<file path="config.mk">
export PLATFORM = sky130hd
export DESIGN_NAME = pbc_ctrl
export DESIGN_NICKNAME = d
export VERILOG_FILES = /design/src/logic/pbc_pkg.sv /design/src/logic/pbc_ctrl.sv
export VERILOG_INCLUDE_DIRS = /design/src /design/src/logic
export SDC_FILE = /design/constraint.sdc
export NUM_CORES = 1
export LEC_CHECK = 0
export BUFFER_PORTS_ARGS = -buffer_cell sky130_fd_sc_hd__buf_2
export CORE_MARGIN = 5
export CORE_UTILIZATION = 30
export CTS_CLUSTER_SIZE = 8
export DETAILED_ROUTE_END_ITERATION = 16
export SLEW_MARGIN = 20
export SYNTH_ARGS = -nofsm -noshare
export SYNTH_HDL_FRONTEND = slang
export SYNTH_SLANG_ARGS = --single-unit
</file>
<file path="constraint.sdc">
create_clock -name ref_clk_i -period 2.3 [get_ports ref_clk_i]
set_clock_uncertainty 0.1 [all_clocks]
set_input_delay 0.46 -clock ref_clk_i [delete_from_list [all_inputs] [get_ports ref_clk_i]]
set_output_delay 0.46 -clock ref_clk_i [all_outputs]
set_load 0.01 [all_outputs]
</file>
<file path="src/logic/pbc_cfg.svh">
// constants for the basic control register block
// assumes 10 MHz ref_clk_i and a 5-bit register address
`ifndef PBC_CFG_SVH
`define PBC_CFG_SVH

// -----------------------------------------------------------------
// register map
// -----------------------------------------------------------------
`define PBC_ADDR_W      5
`define PBC_OFS_BMC     5'h00
`define PBC_OFS_STAT    5'h1F

// -----------------------------------------------------------------
// basic control field positions
// -----------------------------------------------------------------
`define PBC_B_SRST      15
`define PBC_B_LOOP      14
`define PBC_B_SPEED     13
`define PBC_B_ANEN      12
`define PBC_B_PD        11
`define PBC_B_ISO       10
`define PBC_B_RESTART   9
`define PBC_B_DUPLEX    8
`define PBC_B_COLTEST   7
`define PBC_RSV_W       7
`define PBC_RSV_VAL     7'h00

// -----------------------------------------------------------------
// timing
// -----------------------------------------------------------------
`define PBC_CLK_NS      100
`define PBC_BIT_NS      100
`define PBC_COL_ON_BITS 512
`define PBC_COL_OFF_BIT 4
`define PBC_COL_ON_CYC  ((`PBC_COL_ON_BITS * `PBC_BIT_NS) / `PBC_CLK_NS)
`define PBC_COL_OFF_CYC ((`PBC_COL_OFF_BIT * `PBC_BIT_NS) / `PBC_CLK_NS)
`define PBC_SRST_W      4
`define PBC_SRST_CYC    4'hF
`define PBC_CNT_ZERO    4'h0
`define PBC_CNT_ONE     4'h1

`endif

</file>
<file path="src/logic/pbc_pkg.sv">
// types shared by the basic control register block
// assumes pbc_cfg.svh is on the include path
`include "pbc_cfg.svh"

package pbc_pkg;

    // -------------------------------------------------------------
    // register port request
    // -------------------------------------------------------------
    typedef struct packed {
        logic [`PBC_ADDR_W-1:0] addr;
        logic [15:0]            wdata;
        logic                   we;
        logic                   re;
    } pbc_bus_req_t;

    // -------------------------------------------------------------
    // strapped configuration: an_en, speed, duplex
    // -------------------------------------------------------------
    typedef struct packed {
        logic an_en;
        logic speed;
        logic duplex;
    } pbc_strap_t;

    // -------------------------------------------------------------
    // whole module state
    // -------------------------------------------------------------
    typedef struct packed {
        logic                   srst;
        logic [`PBC_SRST_W-1:0] srst_cnt;
        logic                   loopback;
        logic                   speed;
        logic                   an_en;
        logic                   pd;
        logic                   iso;
        logic                   restart;
        logic                   duplex;
        logic                   coltest;
        logic                   load;
        logic [1:0]             pin_s;
        logic [1:0]             tx_s;
        pbc_strap_t             strap_s0;
        pbc_strap_t             strap_s1;
        logic                   col;
        logic [15:0]            rdata;
    } pbc_state_t;

endpackage

</file>
<file path="src/logic/pbc_ctrl.sv">
// basic mode control register, low half plus its dependencies
// assumes a single-cycle register port and an external
// auto-negotiation engine that acknowledges a restart request
//
// Operation
// - power-down stops everything except the register block
// - effective power-down is register bit OR the pin
// - pin driven low sets the power-down bit
// - isolate detaches the MII; register access keeps working
// - writing one to restart bit relaunches auto-negotiation
// - restart request ignored while auto-negotiation enable is zero
// - restart bit reads one until negotiation starts, then clears
// - clearing restart bit does not disturb running negotiation
// - duplex bit picks full or half duplex; reset from strap
// - collision test raises COL within 512 bit times of TX_EN
// - collision test drops COL within 4 bit times of TX_EN fall
// - reserved bits 6:0 ignore writes and read zero
// - with auto-negotiation on, speed and duplex bits are ignored
// - software reset bit reloads straps and self-clears when done
//
// Implementation choices: the register addresses and the plain strobed port.
`timescale 1ns/1ps
`include "pbc_cfg.svh"

module pbc_ctrl (
    input  wire logic                ref_clk_i,
    input  wire logic                rst_i,
    input  wire pbc_pkg::pbc_bus_req_t bus_i,
    output logic [15:0]              rdata_o,
    input  wire logic                powerdown_irq_pin_n_i,
    input  wire pbc_pkg::pbc_strap_t strap_i,
    input  wire logic                tx_en_i,
    output logic                     col_o,
    input  wire logic                an_initiated_i,
    output logic                     an_restart_o,
    output logic                     an_enable_o,
    output logic                     manual_mode_o,
    output logic                     speed_100_o,
    output logic                     full_duplex_o,
    output logic                     loopback_o,
    output logic                     powerdown_o,
    output logic                     isolate_o,
    output logic                     soft_reset_o
);
    import pbc_pkg::*;

    pbc_state_t s_q;
    pbc_state_t s_d;
    logic       pin_low;
    logic       eff_pd;
    logic       bmc_wr;
    logic [15:0] bmc_rd;
    logic [15:0] stat_rd;

    // -------------------------------------------------------------
    // decoded views
    // -------------------------------------------------------------
    // pin is read only after its second flop
    assign pin_low = ~s_q.pin_s[1];
    assign eff_pd  = s_q.pd | pin_low;
    // writes during a software reset are dropped, not queued
    assign bmc_wr  = bus_i.we & (bus_i.addr == `PBC_OFS_BMC) & ~s_q.srst;

    // readback image; reserved field is a constant zero
    always_comb begin
        bmc_rd = {s_q.srst, s_q.loopback, s_q.speed, s_q.an_en,
                  s_q.pd, s_q.iso, s_q.restart, s_q.duplex,
                  s_q.coltest, `PBC_RSV_VAL};
    end

    // own status word: live conditions for software
    always_comb begin
        stat_rd = 16'h0000;
        stat_rd[4] = eff_pd;
        stat_rd[3] = isolate_o;
        stat_rd[2] = an_restart_o;
        stat_rd[1] = s_q.col;
        stat_rd[0] = s_q.tx_s[1];
    end

    // -------------------------------------------------------------
    // next state
    // -------------------------------------------------------------
    always_comb begin
        s_d = s_q;
        // two-flop synchronisers for pins
        s_d.pin_s    = {s_q.pin_s[0], powerdown_irq_pin_n_i};
        s_d.tx_s     = {s_q.tx_s[0], tx_en_i};
        s_d.strap_s0 = strap_i;
        s_d.strap_s1 = s_q.strap_s0;
        s_d.load     = 1'b0;

        // collision test loops TX_EN straight back, 3 cycles total
        s_d.col = s_q.coltest & s_q.tx_s[1]
                  & ~eff_pd & ~s_q.iso;

        // engine took the request: self-clear
        if (s_q.restart && an_initiated_i) begin
            s_d.restart = 1'b0;
        end

        // software write; set beats the engine's clear above
        if (bmc_wr) begin
            s_d.loopback = bus_i.wdata[`PBC_B_LOOP];
            s_d.speed    = bus_i.wdata[`PBC_B_SPEED];
            s_d.an_en    = bus_i.wdata[`PBC_B_ANEN];
            s_d.pd       = bus_i.wdata[`PBC_B_PD];
            s_d.iso      = bus_i.wdata[`PBC_B_ISO];
            s_d.duplex   = bus_i.wdata[`PBC_B_DUPLEX];
            s_d.coltest  = bus_i.wdata[`PBC_B_COLTEST];
            if (bus_i.wdata[`PBC_B_RESTART] &&
                bus_i.wdata[`PBC_B_ANEN]) begin
                s_d.restart = 1'b1;
            end else begin
                // the bit and an_restart_o drop; a launched engine keeps going
                s_d.restart = 1'b0;
            end
            if (bus_i.wdata[`PBC_B_SRST]) begin
                s_d.srst     = 1'b1;
                s_d.srst_cnt = `PBC_SRST_CYC;
            end
        end

        // software reset countdown, then defaults and re-strap
        if (s_q.srst) begin
            if (s_q.srst_cnt == `PBC_CNT_ZERO) begin
                s_d.srst     = 1'b0;
                s_d.loopback = 1'b0;
                s_d.pd       = 1'b0;
                s_d.iso      = 1'b0;
                s_d.restart  = 1'b0;
                s_d.coltest  = 1'b0;
                s_d.load     = 1'b1;
            end else begin
                s_d.srst_cnt = s_q.srst_cnt - `PBC_CNT_ONE;
            end
        end

        // straps are taken from the synchronised copy
        if (s_q.load) begin
            s_d.an_en  = s_q.strap_s1.an_en;
            s_d.speed  = s_q.strap_s1.speed;
            s_d.duplex = s_q.strap_s1.duplex;
        end

        // pin has the last word over any write
        if (pin_low) begin
            s_d.pd = 1'b1;
        end

        // registered read port, unmapped reads give zero
        s_d.rdata = 16'h0000;
        if (bus_i.re && bus_i.addr == `PBC_OFS_BMC) begin
            s_d.rdata = bmc_rd;
        end else if (bus_i.re && bus_i.addr == `PBC_OFS_STAT) begin
            s_d.rdata = stat_rd;
        end

        // synchronous reset; straps loaded the cycle after release
        if (rst_i) begin
            s_d          = '0;
            s_d.pin_s    = 2'b11;
            s_d.load     = 1'b1;
            // strap sync keeps running, else the load would take zeros
            s_d.strap_s0 = strap_i;
            s_d.strap_s1 = s_q.strap_s0;
        end
    end

    // -------------------------------------------------------------
    // state register
    // -------------------------------------------------------------
    always_ff @(posedge ref_clk_i) begin
        s_q <= s_d;
    end

    // -------------------------------------------------------------
    // outputs
    // -------------------------------------------------------------
    // power-down forces isolate and silences restart, loopback and COL; speed and duplex pass through
    assign powerdown_o   = eff_pd;
    assign isolate_o     = s_q.iso | eff_pd;
    assign an_restart_o  = s_q.restart & s_q.an_en
                           & ~eff_pd;
    assign an_enable_o   = s_q.an_en;
    // datapath uses speed and duplex only in manual mode
    assign manual_mode_o = ~s_q.an_en & ~s_q.srst;
    assign speed_100_o   = s_q.speed;
    assign full_duplex_o = s_q.duplex;
    assign loopback_o    = s_q.loopback & ~eff_pd;
    assign soft_reset_o  = s_q.srst;
    assign col_o         = s_q.col;
    assign rdata_o       = s_q.rdata;

    // -------------------------------------------------------------
    // assertions
    // -------------------------------------------------------------
    localparam int SRST_MAX = 20;
endmodule

</file>
Word-level counts from Yosys, hierarchy flattened --
Cells that the tools add are included.
Operators by class: $add $sub $neg 1, equal/unequal tests 1, mux-type cells 17, bitwise gates (word level) 17, reduce and logical (&&, ||, !) cells 9
Operators with widths (count):
- 16-bit 2-to-1 mux | 1
- 13-bit 2-to-1 mux | 1
- 5-bit 2-to-1 mux | 2
- 1-bit AND | 9
- 1-bit 2-to-1 mux | 6
- 2-bit 2-to-1 mux | 3
- 3-bit 2-to-1 mux | 2
- 6-bit 2-to-1 mux | 1
- 1-bit inverter | 6
- 5-bit equality test, second input constant | 1
- 5-bit logical NOT | 1
- 1-bit logical AND | 4
- 4-bit logical NOT | 1
- 4-bit 2-to-1 mux | 1
- 4-bit by 1-bit subtractor with 4-bit output, second input constant | 1
- 3-bit OR reduction | 1
- 1-bit bitwise OR | 2
- 2-bit nonzero test | 1
- 2-bit OR reduction | 1
Word-level totals: flip-flop bits (word level) 41, input bits 31, logic and storage cells 68

Depth between registers and ports, before layout --
Gate-level depths: netlist of run 1.
depth in word-level cells 7, depth in mapped cells 6

Least setup slack after synthesis of run 1 --
No wires, ideal clock.
path kind input to register, from input port bus_i[18] (netlist name), to register s_q (netlist bit full_duplex_o), arrival 1859 ps, required time 2072 ps, setup slack 213 ps, stages on the path 5, cell sequence or4_4 or4b_1 clkbuf_1 nor3_1 a2111oi_1
On the way: cells in the longest elaborated chain, start to end 4
Ends and longest elaborated chain:
- start, declared | line pbc_ctrl.sv:28 | input wire pbc_pkg::pbc_bus_req_t bus_i,
- 5-bit logical NOT (no line)
- 1-bit AND (2 in series) | line pbc_ctrl.sv:62 | assign bmc_wr = bus_i.we & (bus_i.addr == `PBC_OFS_BMC) & ~s_q.srst;
- 2-bit nonzero test (no line)
- end signal, assigned | line pbc_ctrl.sv:174 | s_q <= s_d;
- end, declared | line pbc_ctrl.sv:47 | pbc_state_t s_q;
No other way between the ends. A chain may end at the register's enable or synchronous reset.

Final worst setup path of run 1 --
Same ends and word-level chain as after synthesis.

==> results of run 1 <==
## placed cells by master (no fill, tap or decap), types with 2 or more instances in the layout
cell	instances
a2111oi_1	3
a21oi_1	7
and2_1	10
buf_2	47
buf_4	4
clkbuf_8	7
conb_1	2
dfxtp_1	39
ha_1	2
inv_1	9
mux2i_1	2
nand2_1	11
nand2b_1	3
nand3_1	2
nor2_1	8
nor2b_1	4
nor3_1	8
or2_2	2
## stage by stage
stage / setup TNS [ns] / setup WS, ns / cells / total power, W
global route: 0 / 0.151 / 238 / 0.00132
detailed placement: -0.0343 / -0.0343 / 230 / 0.000788
global placement: 0 / 0.00430 / 230 / 0.000786
finish: 0 / 0.259 / 238 / 0.00126
floorplan: 0 / 0.213 / 144 / 0.000749
CTS: 0 / 0.248 / 238 / 0.00128
## metal layers
layer	routed length (µm)	part of all wire (%)
met1	1280	45
met2	1270	45
met3	236	8.3
met4	46	1.6
met5	0	0
## worst max path at each step
stage | startpoint | endpoint | slack, ns | depth (start not counted)
global route | bus_i[18] | speed_100_o$_SDFFE_PP0P_ | 0.15 | 7
floorplan | bus_i[18] | full_duplex_o$_SDFFE_PP0P_ | 0.21 | 5
finish | bus_i[18] | full_duplex_o$_SDFFE_PP0P_ | 0.26 | 7
detailed placement | bus_i[18] | full_duplex_o$_SDFFE_PP0P_ | -0.03 | 7
CTS | bus_i[18] | full_duplex_o$_SDFFE_PP0P_ | 0.25 | 7
global placement | bus_i[18] | full_duplex_o$_SDFFE_PP0P_ | 0.004 | 7
## critical path, stage by stage
cell       delay (ns)
buf_2            0.11
or4_4            0.53
buf_4            0.16
nor4b_4          0.26
buf_4            0.19
nor3_1           0.05
a2111oi_1        0.35
## flip-flops by register name (all words and copies together) (netlist names)
signal         flops
bmc_rd             5
rdata_o           14
soft_reset_o       1
col_o              1
an_enable_o        1
full_duplex_o      1
speed_100_o        1
s_q               15
## cell families (layout without fill, tap and decap cells)
group                      Yosys count  count (layout)
adders and majority gates            2               2
muxes                                2               2
AOI/OAI and AO/OA                   16              16
buffers and inverters               28              68
and+or+nand+nor                     55              55
other                                1               2
DFF                                 39              39
## power breakdown
part | switching, W | leakage, nW | internal (W)
logic | 0.0000365 | 0.421 | 0.0000345
registers | 0.00000923 | 0.319 | 0.000691
clock network | 0.000212 | 0.0515 | 0.000273
## final cells by class
type,count,area [µm²],area share (%)
timing repair buffer,51,265,15.4
clock buffer,8,100,5.80
inverter,9,33.8,1.96
tap,54,67.6,3.91
multi-input combinational,77,479,27.8
sequential,39,781,45.2
==> results.yml, run 1 <==
run_status:
  status: "finished, final reports clean"
floorplanning:
  start_util_pct: 30.5
  row_count: 25
  die-height_um: 78.9
  io_pins: 57
  dieArea_um2: 6220
  dieWidth_um: 78.9
  fp.coreArea_um2: 4660
global_routing:
  grt_usage_pct: 9.81
  gr-usage-met1_pct: 11.6
  use_met2_pct: 15.4
  antenna_found_initial: 0
  globalRouteOverflowTotal: 0
  grt_max_degree: 18
  busiest_layer: "met2"
  grtUsageMet3_pct: 4.42
  grt_pass1_wl_um: 4630
  first_global_vias: 975
worst_setup_path:
  end_kind: "flop"
  rr_worst_depth: 3
  ff2ff_setup_slack_ns: 0.70
  rr_startpoint: "soft_reset_o$_SDFF_PP0_"
  worstPathArrival_ns: 2.11
  worstReg2RegEnd: "full_duplex_o$_SDFFE_PP0P_"
  startpoint_type: "input port"
  path_class: "input port to flop"
  required_ns: 2.37
  worstPathMaxFanout: 6
route:
  vias: 1019
  drc: 0
  via_per_inst: 4.28
  wire_per_inst_um: 11.9
  drtAntennaViolNets: 0
  drt_iter0_drc: 36
  first_pass_iters: 4
  routed_wl_um: 2830
timing:
  fmax_mhz: 490
  hold_viol: 0
  hold_slack_ns: 0.178
  finalCritPeriodShare_pct: 88.7
  setup-violations-final: 0
  worst_pin_slew_ns: 0.539
  period_needed_ns: 2.04
  slew_violations: 0
  max-slew-margin-rel_pct: 64.0
  rsz0062_at_grt: "no"
final_layout:
  antenna_cells: 0
  fin_util_pct: 37.0
  syn_to_final_growth_pct: 21.4
  fin_nets: 216
  drive_gt1_share_pct: 33.7
  final_area_um2: 1730
  fill_cells: 475
placement:
  place.gp.congestion: 0.723
  dp.final_hpwl_um: 2190
  place_area_um2: 1630
  portBuffers: 47
clock_tree:
  numCtsBuffers: 5
  clk_pin_slew_worst_paths_ns: 0.07
  cts.sinks: 39
  cts_max_level: 2
  cts_hold_buf: 0
  cts_resized: 0
  root_buffer: "clkbuf_8"
  cts_buffer_depth: 2
  insertion_delay_ns: 0.28
  cts_tree: "yes"
  cts_setup_buffers: 0
yosys:
  synth-xor-area-share_pct: 0
  synthMuxAreaShare_pct: 1.41
  synth.distinct_cells: 31
  synth_top_family_by_area: "simple AND/OR/NAND/NOR gates"
  synthArstFlopShare_pct: 0
  syn-instance-count: 143
  ys_warn_count: 0
  syn-cell-area_um2: 1420
  ys.flop_type: "dfxtp_1"
  synth_edf_count: 0
  synth_common_cells: "dfxtp_1, buf_4, nand2_1"
  synthAdderAreaFrac_pct: 1.76
  yosys.area_share.simple_pct: 22.3
  yosysSeqAreaShare_pct: 54.9
  synth_largest_area_cell: "dfxtp_1"
  ys_ff_latch: 39
  synth_area_per_cell_um2: 9.95
  yosys-top-cells-area: "dfxtp_1, buf_4, and2_1"
  yosysMostFrequentCell: "dfxtp_1"
  synth_top_area_share_pct: 54.9
  synth_compound_gate_area_share_pct: 7.65
power:
  vdd_drop_max_v: 0.000228
  p_per_area_nw_per_um2: 728
  leakagePower_nw: 0.792
hold_path:
  hold-path-endpoint: "s_q[20]$_DFF_P_"
  min_from: "strap_i[0]"
  holdPathStages: 1
  hold_class: "input port to flop"
job:
  drv_cap: 0
Note: power is estimated with default switching activity, not from simulation.
==> inputs of run 2 (changes only) <==
--- a/config.mk
+++ b/config.mk
@@ -12,4 +12,5 @@
 export CTS_CLUSTER_SIZE = 8
 export DETAILED_ROUTE_END_ITERATION = 16
+export PLACE_DENSITY = 0.52
 export SLEW_MARGIN = 20
 export SYNTH_ARGS = -nofsm -noshare
--- a/constraint.sdc
+++ b/constraint.sdc
@@ -3,3 +3,3 @@
 set_input_delay 0.46 -clock ref_clk_i [delete_from_list [all_inputs] [get_ports ref_clk_i]]
 set_output_delay 0.46 -clock ref_clk_i [all_outputs]
-set_load 0.01 [all_outputs]
+set_load 0.1 [all_outputs]
==> results.yml, run 2 (synthesis results as in run 1) <==
worst_setup_path:
  worstPathArrival_ns: 1.59
  slowest_delay_ns: 0.43
  crit_family: "simple AND/OR/NAND/NOR gates"
  path_cells: "nor2b_1, and2_1, buf_2"
  startpoint_type: "flop"
  end_kind: "output port"
  worstPathMaxFanout: 5
  required_ns: 1.74
  path_class: "flop to output port"
  worst_path_max_delay_cell: "buf_2"
  path_buf_inv: 1
power:
  switching_share_pct: 22.6
  combinationalPowerShare_pct: 9.5
  internal_power_w: 0.00116
  p_seq_share_pct: 46.8
  clockPowerShare_pct: 43.7
  p_per_area_nw_per_um2: 855
  vdd_drop_max_v: 0.000234
  leakagePower_nw: 0.796
  p_sw_w: 0.000338
timing:
  period_needed_ns: 2.15
  rsz0062_at_grt: "no"
  hold_viol: 0
  slew_violations: 0
  setup-violations-final: 0
  setup-tns-final_ns: 0
  fmax_mhz: 465
  finalCritPeriodShare_pct: 93.6
  fin_ws_ns: 0.148
floorplanning:
  fp.coreArea_um2: 4660
  dieArea_um2: 6220
  die-height_um: 78.9
  io_pins: 57
  row_count: 25
  dieWidth_um: 78.9
  start_util_pct: 30.5
route:
  wire_per_inst_um: 11.6
  drtAntennaViolNets: 0
  routed_wl_um: 2740
  vias: 1020
  via_per_inst: 4.32
  drt_iter0_drc: 39
  first_pass_iters: 4
  drc: 0
clock_tree:
  cts_resized: 0
  numCtsBuffers: 5
  root_buffer: "clkbuf_8"
  cts_hold_buf: 0
  cts_max_level: 2
  insertion_delay_ns: 0.28
  cts.sinks: 39
  clk_pin_slew_worst_paths_ns: 0.07
  cts_setup_buffers: 0
  cts_buffer_depth: 2
  cts_tree: "yes"
global_routing:
  grt_max_degree: 18
  antenna_found_initial: 0
  globalRouteOverflowTotal: 0
  use_met2_pct: 16.1
  busiest_layer: "met2"
  grt_pass1_wl_um: 4540
  first_global_vias: 1022
  grtUsageMet3_pct: 2.72
  grt_usage_pct: 9.29
  gr-usage-met1_pct: 9.89
placement:
  preCtsSetupSlack_ns: -0.0246
  dp.final_hpwl_um: 2120
  place_area_um2: 1620
  place.gp.congestion: 0.712
  portBuffers: 47
final_layout:
  antenna_cells: 0
  syn_to_final_growth_pct: 23.0
  final_cell_mix: "buf_2, dfxtp_1, nand2_1"
  fill_cells: 449
  final_area_um2: 1750
  drive_gt1_share_pct: 34.1
  fin_util_pct: 37.6
  fin_nets: 214
  regMostFlops: "s_q"
  largest_reg_flops: 15
  layout_commonest_cell: "buf_2"
job:
  drv_cap: 0
run_status:
  status: "finished, final reports clean"
hold_path:
  hold_class: "input port to flop"
-- run 2: cell count changes in the layout (fill, tap and decap cells not counted) --
cell,previous run,this run
nor2_1,8,7
buf_2,47,46
clkbuf_4,0,1
nor2_2,0,1
buf_4,4,2
dfxtp_1,39,38
dfxtp_2,0,1
clkbuf_8,7,5
bufinv_16,0,2
-- run 2: layout make-up --
cell class | instances | area [µm²] | area share [%]
Sequential cell | 39 | 782 | 44.7
Multi-Input combinational cell | 77 | 482 | 27.5
Timing Repair Buffer | 49 | 253 | 14.4
Clock buffer | 6 | 72.6 | 4.15
Tap cell | 54 | 67.6 | 3.86
Clock inverter | 2 | 60.1 | 3.43
Inverter | 9 | 33.8 | 1.93
-- run 2: path summary, 6_finish.rpt --
path | cells past startpoint | endpoint | start | slack (ns)
worst max-delay path | 3 | loopback_o | s_q[26]$_SDFF_PP1_ | 0.15
worst min register to register | 0 | s_q[19]$_DFF_P_ | s_q[22]$_DFF_P_ | 0.23
worst max register to register | 3 | speed_100_o$_SDFFE_PP0P_ | soft_reset_o$_SDFF_PP0_ | 0.68
worst min-delay path | 1 | s_q[20]$_DFF_P_ | strap_i[0] | 0.17
-- run 2: layer usage --
metal	vias to the layer above	share of wire, %
met5	-	0
met4	0	2.4
met3	7	8.2
met2	38	47
met1	443	42
li1	532	-
-- run 2: per-stage QoR --
stage          hold WS (ns)  cells  power [W]
2_1_floorplan         0.210    144   0.000823
3_3_place_gp          0.211    228   0.000857
3_5_place_dp          0.212    228   0.000859
4_1_cts               0.162    236    0.00152
5_1_grt               0.159    236    0.00156
6_report              0.174    236    0.00150
-- run 2: power by group through the flow --
stage | sequential, W | clock [W] | combinational (W)
finish | 0.000701 | 0.000654 | 0.000142
global route | 0.000703 | 0.000705 | 0.000151
CTS | 0.000701 | 0.000674 | 0.000143
detailed placement | 0.000716 | 0 | 0.000143
global placement | 0.000716 | 0 | 0.000142
floorplan | 0.000741 | 0 | 0.0000818
-- run 2: worst register-to-register path: stages, from the launching register on --
cell,delay [ns]
dfxtp_1,0.41
or4b_1,0.71
nor3_1,0.19
a2111oi_1,0.08
==> inputs of run 3 (changes only) <==
Settings changed: MAX_ROUTING_LAYER from default to met4.
==> results.yml, run 3 (synthesis results as in run 1) <==
hold_path:
  holdPathStages: 1
  min_from: "strap_i[0]"
  hold-path-endpoint: "s_q[20]$_DFF_P_"
  hold_class: "input port to flop"
clock_tree:
  cts_buffer_depth: 2
  clk_pin_slew_worst_paths_ns: 0.07
  cts_max_level: 2
  root_buffer: "clkbuf_8"
  numCtsBuffers: 5
  insertion_delay_ns: 0.28
  cts_tree: "yes"
  cts.sinks: 39
route:
  top_layer: "met4"
  wire_per_inst_um: 11.6
  vias: 1020
  via_per_inst: 4.32
  routed_wl_um: 2740
  drt_iter0_drc: 39
  first_pass_iters: 4
  wl_met3_um: 225
  drtAntennaViolNets: 0
  routedLengthMet1_um: 1150
  dr_wl_met2_um: 1300
  drc: 0
worst_setup_path:
  required_ns: 1.74
  worstReg2RegEnd: "speed_100_o$_SDFFE_PP0P_"
  rr_startpoint: "soft_reset_o$_SDFF_PP0_"
  path_class: "flop to output port"
  worstPathArrival_ns: 1.59
  ff2ff_setup_slack_ns: 0.68
  rr_worst_depth: 3
  end_kind: "output port"
  worstPathMaxFanout: 5
  startpoint_type: "flop"
run_status:
  status: "finished, final reports clean"
job:
  drv_cap: 0
placement:
  place_area_um2: 1620
  dp.final_hpwl_um: 2120
  place_inst: 228
  portBuffers: 47
  place.gp.congestion: 0.720
power:
  fin_total_pwr_w: 0.00150
  p_per_area_nw_per_um2: 855
  leakagePower_nw: 0.796
  vdd_drop_max_v: 0.000234
final_layout:
  regMostFlops: "s_q"
  final_cell_mix: "buf_2, dfxtp_1, nand2_1"
  drive_gt1_share_pct: 34.1
  fin_nets: 214
  antenna_cells: 0
  fill_cells: 449
  seqCellArea_um2: 782
  layout_commonest_cell: "buf_2"
  syn_to_final_growth_pct: 23.0
  largest_reg_flops: 15
  final_area_um2: 1750
  fin_util_pct: 37.6
  fin_cells: 236
  multi_input_area_um2: 482
timing:
  fmax_mhz: 465
  slew_violations: 0
  rsz0062_at_grt: "no"
  setup-violations-final: 0
  setup-tns-final_ns: 0
  period_needed_ns: 2.15
  finalCritPeriodShare_pct: 93.6
  hold_viol: 0
floorplanning:
  start_util_pct: 30.5
  io_pins: 57
  dieWidth_um: 78.9
  row_count: 25
  die-height_um: 78.9
  dieArea_um2: 6220
  fp.coreArea_um2: 4660
global_routing:
  globalRouteOverflowTotal: 0
  grt_usage_pct: 9.54
  grt_max_degree: 18
  grt_pass1_wl_um: 4530
  antenna_found_initial: 0
  first_global_vias: 1023
[run 3: repair_timing]
action                                 in CTS  in global routing
endpoints found under the hold margin       0                  0
resized for setup                           0                  1
buffers inserted                            0                  0
hold buffers                                0                  0
setup endpoints to repair                   0                  1
[run 3: layout make-up]
cell class	count	share of cell area [%]
Timing Repair Buffer	49	14.4
Clock buffer	6	4.15
Clock inverter	2	3.43
Multi-Input combinational cell	77	27.5
Tap cell	54	3.86
Sequential cell	39	44.7
Inverter	9	1.93
[run 3: report_power, final]
| group | internal, W | switching, W | total [W] |
|---|---|---|---|
| registers | 0.000691 | 0.00000921 | 0.000701 |
| clock network | 0.000433 | 0.000221 | 0.000654 |
| logic | 0.0000340 | 0.000108 | 0.000142 |
[run 3: worst max path at each step]
stage                                       endpoint               startpoint  depth (start not counted)  slack (ns)
after floorplan                        manual_mode_o  soft_reset_o$_SDFF_PP0_                          1        0.07
after global placement      an_enable_o$_SDFFE_PP0P_                bus_i[18]                          5     -0.0003
after detailed placement  full_duplex_o$_SDFFE_PP0P_                bus_i[18]                          5       -0.02
after CTS                               an_restart_o       s_q[26]$_SDFF_PP1_                          4        0.13
after global routing                      loopback_o       s_q[26]$_SDFF_PP1_                          3        0.05
final                                     loopback_o       s_q[26]$_SDFF_PP1_                          3        0.15
[run 3: critical path: stages, from the launching register on]
cell	delay, ns
dfxtp_1	0.33
nor2b_1	0.35
and2_1	0.20
buf_2	0.43
[run 3: metrics by stage]
stage / hold WS (ns) / worst slack (ns)
after floorplan: 0.210 / 0.0675
after global placement: 0.211 / -0.000302
after detailed placement: 0.212 / -0.0246
after CTS: 0.162 / 0.126
after global routing: 0.159 / 0.0519
final: 0.174 / 0.148
[run 3: layer usage]
metal | up-vias | global-route usage [%]
li1 | 532 | -
met1 | 443 | 9.89
met2 | 38 | 16.1
met3 | 7 | 2.72
met4 | 0 | 5.67
met5 | - | -
